`config.mk`:
```
export PLATFORM = sky130hd
export DESIGN_NAME = asr_device_flat
export DESIGN_NICKNAME = d
export VERILOG_FILES = /design/src/asr_pkg.sv /design/src/asr_link_if.sv /design/src/asr_device.sv /design/src/flat_wrapper.sv
export VERILOG_INCLUDE_DIRS = /design/src
export SDC_FILE = /design/constraint.sdc
export NUM_CORES = 1
export LEC_CHECK = 0
export ABC_AREA = 1
export BUFFER_PORTS_ARGS = -buffer_cell sky130_fd_sc_hd__buf_4
export CORE_UTILIZATION = 50
export CTS_BUF_LIST = sky130_fd_sc_hd__clkbuf_4
export DETAILED_ROUTE_END_ITERATION = 8
export PLACE_DENSITY = 0.79
export SLEW_MARGIN = 15
export SYNTH_ARGS = -nofsm -noshare
export SYNTH_HDL_FRONTEND = slang
export SYNTH_SLANG_ARGS = --single-unit
```
`constraint.sdc`:
```
create_clock -name mclk -period 5.1 [get_ports mclk]
set_clock_uncertainty 0.15 [all_clocks]
set_input_delay 1.02 -clock mclk [delete_from_list [all_inputs] [get_ports mclk]]
set_output_delay 1.02 -clock mclk [all_outputs]
set_load 0.005 [all_outputs]
```
`src/asr_defs.svh`:
```
`ifndef ASR_DEFS_SVH
`define ASR_DEFS_SVH

// Word and frame layout, counted in rising edges of the shift clock.
`define ASR_BITS        16
`define ASR_CNT_W       5
`define ASR_MARK_PULSE  5'h01
`define ASR_MSB_PULSE   5'h02
`define ASR_LSB_PULSE   5'h11
`define ASR_TAG_PULSE   5'h12
`define ASR_RESULT_RST  16'h0000

// Times in ns, with their cycle counts at the local clock rate.
`define ASR_MCLK_NS     100
`define ASR_BUSY_MAX_NS 83
`define ASR_REL_MIN_NS  15
`define ASR_CYC_FLOOR(ns) ((((ns) / `ASR_MCLK_NS) < 1) ? 1 : ((ns) / `ASR_MCLK_NS))
`define ASR_CYC_CEIL(ns)  ((((ns) + `ASR_MCLK_NS - 1) / `ASR_MCLK_NS < 1) ? 1 : \
                           (((ns) + `ASR_MCLK_NS - 1) / `ASR_MCLK_NS))
`define ASR_BUSY_MAX_CYC `ASR_CYC_FLOOR(`ASR_BUSY_MAX_NS)
`define ASR_REL_MIN_CYC  `ASR_CYC_CEIL(`ASR_REL_MIN_NS)

// Defaults for the counts that a bench may shorten.
`define ASR_CONV_CYC    400
`define ASR_HALF_DIV    4
`define ASR_FIFO_DEPTH  32

`endif

```
`src/asr_pkg.sv`:
```
package asr_pkg;
   typedef enum logic [0:0] {
      CV_IDLE = 1'b0,
      CV_BUSY = 1'b1
   } asr_conv_e;

   typedef enum logic [2:0] {
      HS_IDLE    = 3'b000,
      HS_START   = 3'b001,
      HS_RELEASE = 3'b010,
      HS_READ    = 3'b011,
      HS_PUSH    = 3'b100,
      HS_WAIT    = 3'b101
   } asr_host_e;

   typedef logic [15:0] asr_word_t;
endpackage

```
`src/asr_link_if.sv`:
```
`timescale 1ns/1ps
interface asr_link_if;
   // Driven by the host.
   logic conv_start_n;
   logic sel_n;
   logic read_shift_clock;
   logic chain_in;
   logic clock_source_select;
   // Driven by the converter.
   logic busy_n;
   logic frame_marker;
   logic data_out;

   modport dev (
      input  conv_start_n,
      input  sel_n,
      input  read_shift_clock,
      input  chain_in,
      input  clock_source_select,
      output busy_n,
      output frame_marker,
      output data_out
   );

   modport host (
      output conv_start_n,
      output sel_n,
      output read_shift_clock,
      output chain_in,
      output clock_source_select,
      input  busy_n,
      input  frame_marker,
      input  data_out
   );
endinterface

```
`src/asr_device.sv`:
```
// Function
// - Arm marker on clock edge: select high, or both low
// - Host toggles select; never holds it low
// - Host starts conversion: start and select low
// - Busy output falls promptly after start falls
// - Host releases start before requesting pulse one
// - Marker driven after pulse one rising edge
// - Most significant bit driven after pulse two
// - Least significant bit held through pulse eighteen
// - After pulse eighteen, output chain bit from two
// - Shifted word is the previous conversion result
// - Host finishes reading in first busy half
// - Host shift clock fast enough for that
// - Mode valid only with external clock selected
`timescale 1ns/1ps
`include "asr_defs.svh"
module asr_device
   import asr_pkg::*;
#(
   parameter int CONV_CYCLES = `ASR_CONV_CYC
) (
   // Clock and reset
   input  wire logic        mclk,
   input  wire logic        resetn,
   // Link to the host
   asr_link_if.dev          link,
   // Converter core
   input  wire asr_word_t   sample_code,
   output logic             conv_done,
   output asr_word_t        conv_code
);

   localparam int CW = $clog2(CONV_CYCLES + 1);

   // Two-stage synchronisers for every link input.
   logic [1:0] clk_sy_r;
   logic [1:0] sel_sy_r;
   logic [1:0] cs_sy_r;
   logic [1:0] tag_sy_r;
   logic [1:0] ext_sy_r;
   logic       clk_d_r;
   logic       cs_d_r;

   logic       clk_s;
   logic       sel_s;
   logic       cs_s;
   logic       tag_s;
   logic       ext_s;
   logic       clk_edge;
   logic       clk_rise;
   logic       cs_fall;
   logic       read_on;

   asr_conv_e       conv_r;
   logic [CW-1:0]   conv_cnt_r;
   asr_word_t       held_r;
   asr_word_t       shift_r;
   logic            armed_r;
   logic [`ASR_CNT_W-1:0] pulse_r;
   logic            tag_r;
   logic            busy_n_r;
   logic            mark_r;
   logic            data_r;
   logic            done_r;

   always_ff @(posedge mclk or negedge resetn) begin
      if (!resetn) begin
         clk_sy_r <= 2'h0;
         sel_sy_r <= 2'h3;
         cs_sy_r  <= 2'h3;
         tag_sy_r <= 2'h0;
         ext_sy_r <= 2'h0;
      end else begin
         clk_sy_r <= {clk_sy_r[0], link.read_shift_clock};
         sel_sy_r <= {sel_sy_r[0], link.sel_n};
         cs_sy_r  <= {cs_sy_r[0], link.conv_start_n};
         tag_sy_r <= {tag_sy_r[0], link.chain_in};
         ext_sy_r <= {ext_sy_r[0], link.clock_source_select};
      end
   end

   always_ff @(posedge mclk or negedge resetn) begin
      if (!resetn) begin
         clk_d_r <= 1'b0;
         cs_d_r  <= 1'b1;
      end else begin
         clk_d_r <= clk_s;
         cs_d_r  <= cs_s;
      end
   end

   assign clk_s    = clk_sy_r[1];
   assign sel_s    = sel_sy_r[1];
   assign cs_s     = cs_sy_r[1];
   assign tag_s    = tag_sy_r[1];
   assign ext_s    = ext_sy_r[1];
   assign clk_edge = ext_s && (clk_s != clk_d_r);
   assign clk_rise = clk_edge && clk_s;
   assign cs_fall  = ext_s && cs_d_r && !cs_s && !sel_s;
   assign read_on  = armed_r && !sel_s && cs_s;

   // Conversion timing; the busy output falls on the edge after the
   // synchronised start fall is seen.
   always_ff @(posedge mclk or negedge resetn) begin
      if (!resetn) begin
         conv_r     <= CV_IDLE;
         conv_cnt_r <= '0;
      end else begin
         unique case (conv_r)
            CV_IDLE: begin
               if (cs_fall) begin
                  conv_r     <= CV_BUSY;
                  conv_cnt_r <= CW'(CONV_CYCLES - 1);
               end
            end
            CV_BUSY: begin
               if (conv_cnt_r == '0) begin
                  conv_r <= CV_IDLE;
               end else begin
                  conv_cnt_r <= conv_cnt_r - 1'b1;
               end
            end
         endcase
      end
   end

   always_ff @(posedge mclk or negedge resetn) begin
      if (!resetn) begin
         busy_n_r <= 1'b1;
      end else if (conv_r == CV_IDLE && cs_fall) begin
         busy_n_r <= 1'b0;
      end else if (conv_r == CV_BUSY && conv_cnt_r == '0) begin
         busy_n_r <= 1'b1;
      end
   end

   // The input is sampled at start; the code is ready when busy ends.
   always_ff @(posedge mclk or negedge resetn) begin
      if (!resetn) begin
         held_r <= `ASR_RESULT_RST;
         done_r <= 1'b0;
      end else begin
         done_r <= 1'b0;
         if (conv_r == CV_IDLE && cs_fall) begin
            held_r <= sample_code;
         end
         if (conv_r == CV_BUSY && conv_cnt_r == '0) begin
            done_r <= 1'b1;
         end
      end
   end

   // The last finished code is kept as the word for the next read.
   always_ff @(posedge mclk or negedge resetn) begin
      if (!resetn) begin
         conv_code <= `ASR_RESULT_RST;
      end else if (conv_r == CV_BUSY && conv_cnt_r == '0) begin
         conv_code <= held_r;
      end
   end

   // Arming resets the pulse count; reading stops after the tag pulse.
   always_ff @(posedge mclk or negedge resetn) begin
      if (!resetn) begin
         armed_r <= 1'b0;
         pulse_r <= '0;
      end else if (clk_edge && (sel_s || !cs_s)) begin
         armed_r <= 1'b1;
         pulse_r <= '0;
      end else if (read_on && clk_rise) begin
         pulse_r <= pulse_r + 1'b1;
         if (pulse_r + 1'b1 == `ASR_TAG_PULSE) begin
            armed_r <= 1'b0;
         end
      end
   end

   // The word loaded at start is the previous conversion's code.
   always_ff @(posedge mclk or negedge resetn) begin
      if (!resetn) begin
         shift_r <= `ASR_RESULT_RST;
      end else if (conv_r == CV_IDLE && cs_fall) begin
         shift_r <= conv_code;
      end else if (read_on && clk_rise && pulse_r + 1'b1 >= `ASR_MSB_PULSE &&
                   pulse_r + 1'b1 <= `ASR_LSB_PULSE) begin
         shift_r <= {shift_r[`ASR_BITS-2:0], 1'b0};
      end
   end

   always_ff @(posedge mclk or negedge resetn) begin
      if (!resetn) begin
         tag_r <= 1'b0;
      end else if (read_on && clk_rise && pulse_r + 1'b1 == `ASR_MSB_PULSE) begin
         tag_r <= tag_s;
      end
   end

   always_ff @(posedge mclk or negedge resetn) begin
      if (!resetn) begin
         mark_r <= 1'b0;
      end else if (read_on && clk_rise) begin
         mark_r <= (pulse_r + 1'b1 == `ASR_MARK_PULSE);
      end
   end

   // Each bit stands from its rise to the next, so it is valid at the
   // fall of its own pulse and the rise of the following one.
   always_ff @(posedge mclk or negedge resetn) begin
      if (!resetn) begin
         data_r <= 1'b0;
      end else if (read_on && clk_rise) begin
         if (pulse_r + 1'b1 == `ASR_TAG_PULSE) begin
            data_r <= tag_r;
         end else if (pulse_r + 1'b1 >= `ASR_MSB_PULSE) begin
            data_r <= shift_r[`ASR_BITS-1];
         end
      end
   end

   assign link.busy_n       = busy_n_r;
   assign link.frame_marker = mark_r;
   assign link.data_out     = data_r;
   assign conv_done         = done_r;

endmodule

```
`src/flat_wrapper.sv`:
```
// flat-port wrapper written by rule: the top's interface ports become plain ports
module asr_device_flat import asr_pkg::*;
#(
   parameter int CONV_CYCLES = `ASR_CONV_CYC
)
  (mclk, resetn, sample_code, conv_done, conv_code, link_conv_start_n, link_sel_n, link_read_shift_clock, link_chain_in, link_clock_source_select, link_busy_n, link_frame_marker, link_data_out);
  asr_link_if link_i ();
  input  wire logic mclk;
  input  wire logic resetn;
  input  wire asr_word_t sample_code;
  output logic conv_done;
  output asr_word_t conv_code;
  input wire logic [$bits(link_i.conv_start_n)-1:0] link_conv_start_n;
  input wire logic [$bits(link_i.sel_n)-1:0] link_sel_n;
  input wire logic [$bits(link_i.read_shift_clock)-1:0] link_read_shift_clock;
  input wire logic [$bits(link_i.chain_in)-1:0] link_chain_in;
  input wire logic [$bits(link_i.clock_source_select)-1:0] link_clock_source_select;
  output wire logic [$bits(link_i.busy_n)-1:0] link_busy_n;
  output wire logic [$bits(link_i.frame_marker)-1:0] link_frame_marker;
  output wire logic [$bits(link_i.data_out)-1:0] link_data_out;
  assign link_i.conv_start_n = link_conv_start_n;
  assign link_i.sel_n = link_sel_n;
  assign link_i.read_shift_clock = link_read_shift_clock;
  assign link_i.chain_in = link_chain_in;
  assign link_i.clock_source_select = link_clock_source_select;
  assign link_busy_n = link_i.busy_n;
  assign link_frame_marker = link_i.frame_marker;
  assign link_data_out = link_i.data_out;
  asr_device #(.CONV_CYCLES(CONV_CYCLES)) u_core (.mclk(mclk), .resetn(resetn), .link(link_i), .sample_code(sample_code), .conv_done(conv_done), .conv_code(conv_code));
endmodule
```
After elaboration in Yosys (flattened, before gate mapping):

Index checks and enable logic that the tools add are counted.
W data, S select, Z words.

* $lt $le $gt $ge: 2
* equal/unequal tests: 6
* multiplexer cells: 18
* bitwise logic cells: 1
* reductions and logical operators: 26
* add/sub/neg operators: 2

Operators with widths (count)
* $mux W16: 2
* $mux W9: 2
* $pmux W9 S2: 1
* $logic_and A1 B1 Y1: 14
* $mux W1: 10
* $mux W5: 2
* $reduce_bool A2 Y1: 5
* $logic_not A9 Y1: 1
* $sub A9 B1 Y9 const B: 1
* $reduce_and A2 Y1: 3
* $add A5 B1 Y5 const B: 1
* $eq A5 B1 Y1 const B: 1
* $eq A5 B2 Y1 const B: 1
* $eq A5 B5 Y1 const B: 1
* $ge A5 B2 Y1 const B: 1
* $le A5 B5 Y1 const B: 1
* $logic_not A1 Y1: 2
* $ne A2 B1 Y1 const B: 1
* $ne A2 B2 Y1 const B: 1
* $pmux W1 S2: 1
* $logic_or A1 B1 Y1: 1
* $ne A1 B1 Y1: 1
* $not A1 Y1: 1

* bits in registers: 81
* output and inout bits: 20
* logic and storage cells: 74
* input bits: 23

Longest topological paths before layout:

* word-level depth: 8
* gate-level depth with buffers: 13
* depth with buffers taken out: 12

Worst setup path after synthesis:

OpenSTA, ideal clock, no wires.

* kind: reg-to-reg
* from: reg u_core.pulse_r[0]
* to: reg u_core.shift_r[14]
* cell stages (with the launch flop): 13
* arrival time: 1561 ps
* period minus slack after synthesis: 1828 ps
* setup slack: 3272 ps
* cells stage by stage: dfrtp_1 > ha_1 > inv_1 > nand2_1 > nand2_1 > clkinv_1 > nand3_1 > nand3_1 > nand3_4 > nand2_4 > buf_6 > nand2_1 > nand2_1

* longest elaborated chain between the ends: 5
* elaborated cells on any way between the ends: 6
* classes of those cells: 1 x add/sub; 2 x order compare; 3 x reduce/logical

RTL lines
* start, declared: RTL line asr_device.sv:59 `` logic [`ASR_CNT_W-1:0] pulse_r; ``
* start signal, assigned: RTL line asr_device.sv:171 `pulse_r <= pulse_r + 1'b1;`
* $add A5 B1 Y5 (*): RTL line asr_device.sv:184, asr_device.sv:185
* $ge A5 B2 Y1 (no source line)
* $logic_and A1 B1 Y1 (no source line)
* $logic_and A1 B1 Y1 (no source line) (*)
* $reduce_bool A2 Y1 (no source line) (*)
* end signal, assigned: RTL line asr_device.sv:181 `` shift_r <= `ASR_RESULT_RST; ``
* end signal, assigned: RTL line asr_device.sv:183 `shift_r <= conv_code;`
* end signal, assigned: RTL line asr_device.sv:186 `` shift_r <= {shift_r[`ASR_BITS-2:0], 1'b0}; ``
* end, declared: RTL line asr_device.sv:57 `asr_word_t shift_r;`

Every way passes the cells marked *; elsewhere a longest branch is shown, timed or not.
A chain may end at the register's enable or synchronous reset.

Worst setup path in the final report:

* from: reg u_core.conv_cnt_r[4]
* to: reg u_core.conv_code[15]

* longest elaborated chain between the ends: 2

RTL lines
* start, declared: RTL line asr_device.sv:55 `logic [CW-1:0] conv_cnt_r;`
* start signal, assigned: RTL line asr_device.sv:113 `conv_cnt_r <= CW'(CONV_CYCLES - 1);`
* start signal, assigned: RTL line asr_device.sv:120 `conv_cnt_r <= conv_cnt_r - 1'b1;`
* $logic_not A9 Y1: RTL line asr_device.sv:157 `end else if (conv_r == CV_BUSY && conv_cnt_r == '0) begin`
* $logic_and A1 B1 Y1: RTL line asr_device.sv:157
* end signal, assigned: RTL line asr_device.sv:156 `` conv_code <= `ASR_RESULT_RST; ``
* end signal, assigned: RTL line asr_device.sv:158 `conv_code <= held_r;`
* end, declared: RTL line asr_device.sv:30 `output asr_word_t conv_code`

Every way passes these cells.

==> flow_summary.toml <==
[routing]
first_pass_iters = 5
drt-vias-per-instance = 5.040
first_iter_violations = 202
postRouteAntennaNets = 0
wirelength_um = 6503
drc_errors = 0
via_count = 2631
wl_per_cell_um = 12.46

[logic_synthesis]
synth_area_leaders = "dfrtp_1 54%, nand2_1 17%, o21ai_0 6.1%"
synth-seq-cells = 81
ys_seq_area_frac = 0.5864
synth-main-ff-cell = "dfrtp_1"
async_reset_ff_frac = 1.000
synth_area_um2 = 3470
synth-edff-count = 0
synth_top_area_share = 0.5409
syn-instance-count = 401
syn_nets = 428
avgSynthCellArea_um2 = 8.652
synth_top_area_cell = "dfrtp_1"
synth_cell_types = 26
yosysWarnings = 0

[global_routing]
overflow = 0
first_global_vias = 2579
grt_max_degree = 82
grt_antenna_before_repair = 0
grt_pass1_wl_um = 11470
grt_use_total = 0.2016

[cts]
cts_buffer_depth = 2
cts_tree = "yes"
cts_resized = 0
htree_levels = 3
cts_root_buf = "clkbuf_4"
cts.hold.buffers_added = 0
clock_latency_ns = 0.41
postCtsSetupBuffers = 0
cts.sinks = 81
numCtsBuffers = 9
path_clk_slew_ns = 0.11

[pwr]
power_density_nw_per_um2 = 393.7
peakVddDrop_mv = 0.2417
p_leak_nw = 2.029

[sta]
fin_tns_setup_ns = 0
max_slew_margin = 0.2879
finalSetupViolCount = 0
hold_viol = 0
tightest_slew_ns = 1.067
finalCritPeriodShare = 0.4667
maxSlewViolCount = 0
period_needed_ns = 2.380
rsz0062_at_grt = "false"
max_freq_ghz = 0.4202

[worst_setup_path]
r2r_start = "u_core.conv_cnt_r[4]$_DFFE_PN0P_"
r2r-end = "u_core.conv_code[15]$_DFFE_PN0P_"
r2r_cells = 8
cp-start-kind = "flop"
reg2reg_slack_ns = 2.72
worst_ep_required_time_ns = 5.25
worst_setup_path_end_kind = "flop"
cp_max_fo = 32
crit_type = "reg -> reg"
cp.arrival_ns = 2.53

[run]
cap_violations = 0

[floorplan]
core_area_um2 = 6531
die_area_um2 = 7276
dieHeight_um = 85.30
ios = 43
dieWidth_um = 85.30
start_util = 0.5312
num_rows = 29

[placed_design]
numPortBuffers = 42
gp_congestion = 0.8601
dp_hpwl_um = 4316

[final_layout]
final_util = 0.6054
final_common_cell = "nand2_1"
fillCellCount = 573
nets = 467
ff_latch_area_um2 = 2034
antenna_cells = 0
syn_to_final_growth_pct = 13.96
multi_input_area_um2 = 1230
drive_above_1_share = 0.1685
mostFrequentLayoutCells = "153 x nand2_1, 75 x dfrtp_1, 43 x buf_4"

[worst_hold_path]
hold_class = "reg -> reg"
hold_start = "u_core.clk_sy_r[0]$_DFF_PN0_"
hold_depth = 0
holdPathEnd = "u_core.clk_sy_r[1]$_DFF_PN0_"

[outcome]
outcome = "finished, final reports clean"
## cells by family (layout without fill, tap and decap cells)
| family | Yosys count | in the layout | synth area share |
|---|---|---|---|
| AO/OA/AOI/OAI | 47 | 47 | 0.06888 |
| XOR/XNOR | 4 | 4 | 0.01010 |
| adder cells (fa/ha/maj) | 4 | 4 | 0.01443 |
| buffers and inverters | 51 | 95 | 0.06130 |
| flip-flops | 81 | 81 | 0.5864 |
| AND/OR/NAND/NOR | 214 | 214 | 0.2589 |
## cell usage after synthesis (2+ instances only)
library cell and count:
dfstp_2 6, inv_1 33, o22ai_1 2, xor2_1 4
a21oi_1 2, dfrtp_1 75, buf_2 5, nor3_1 2
clkbuf_1 7, ha_1 4, inv_2 2, nand2_1 153
nor2_1 22, buf_4 2, nand3_1 28, o21ai_0 42
nand4_1 3
## worst max-delay path: stages, from the launching register on
cell and delay [ns]:
dfrtp_1 0.42, nor2_1 0.25, nand2_1 0.09, nor2_1 0.12
nand2_1 0.10, nor2_2 0.81, inv_1 0.18, nand2_1 0.11
nand2_1 0.05
## layout make-up
class,count,share of cell area
multi-input combinational,269,0.3111
clock inverter,4,0.01139
clock buffer,12,0.02278
timing repair buffer,43,0.08165
tap,77,0.02437
sequential,81,0.5146
inverter,36,0.03418
## power breakdown
part	total (mW)	leakage [nW]	switching (mW)	internal (mW)
clock	0.368	0.0811	0.204	0.164
combinational	0.333	0.925	0.194	0.139
sequential	0.856	1.02	0.0862	0.770
total	1.56	2.03	0.483	1.07
## stage by stage
step	std cells	hold slack (ns)	power (mW)	area, µm²	worst slack (ns)
2_1_floorplan	401	0.1812	1.081	3470	3.272
4_1_cts	522	0.2119	1.569	3954	2.742
3_3_place_gp	506	0.1840	1.183	3819	2.847
5_1_grt	522	0.2164	1.666	3954	2.423
6_report	522	0.2067	1.557	3954	2.720
3_5_place_dp	506	0.1858	1.201	3819	2.774
## per-layer routing
layer,wire (µm),GRT usage
met1,3129,0.2731
met2,3110,0.3277
met3,169,0.02918
met4,95,0.08788
met5,0,0
## state kept, by name, summed over array words and instances (netlist names)
signal                    flops
u_core.conv_code             16
u_core.held_r                16
u_core.shift_r               16
u_core.conv_cnt_r             9
u_core.pulse_r                5
u_core.clk_sy_r               2
u_core.cs_sy_r                2
u_core.ext_sy_r               2
u_core.sel_sy_r               2
u_core.tag_sy_r               2
u_core.armed_r                1
u_core.clk_d_r                1
u_core.conv_done              1
u_core.conv_r                 1
u_core.cs_d_r                 1
u_core.link.busy_n            1
u_core.link.data_out          1
u_core.link.frame_marker      1
u_core.tag_r                  1
## worst max-delay path by stage
| stage | startpoint | endpoint | slack (ns) | depth (start not counted) |
|---|---|---|---|---|
| after floorplan | u_core.pulse_r[0]$_DFFE_PN0P_ | u_core.shift_r[14]$_DFFE_PN0P_ | 3.27 | 12 |
| after global placement | u_core.conv_cnt_r[0]$_DFFE_PN0P_ | u_core.conv_code[15]$_DFFE_PN0P_ | 2.85 | 9 |
| after detailed placement | u_core.conv_cnt_r[0]$_DFFE_PN0P_ | u_core.conv_code[15]$_DFFE_PN0P_ | 2.77 | 9 |
| after CTS | u_core.conv_cnt_r[0]$_DFFE_PN0P_ | u_core.conv_code[15]$_DFFE_PN0P_ | 2.74 | 9 |
| after global routing | u_core.conv_cnt_r[0]$_DFFE_PN0P_ | u_core.conv_code[0]$_DFFE_PN0P_ | 2.42 | 9 |
| final | u_core.conv_cnt_r[4]$_DFFE_PN0P_ | u_core.conv_code[15]$_DFFE_PN0P_ | 2.72 | 8 |
Note: power is estimated with default switching activity, not from simulation.
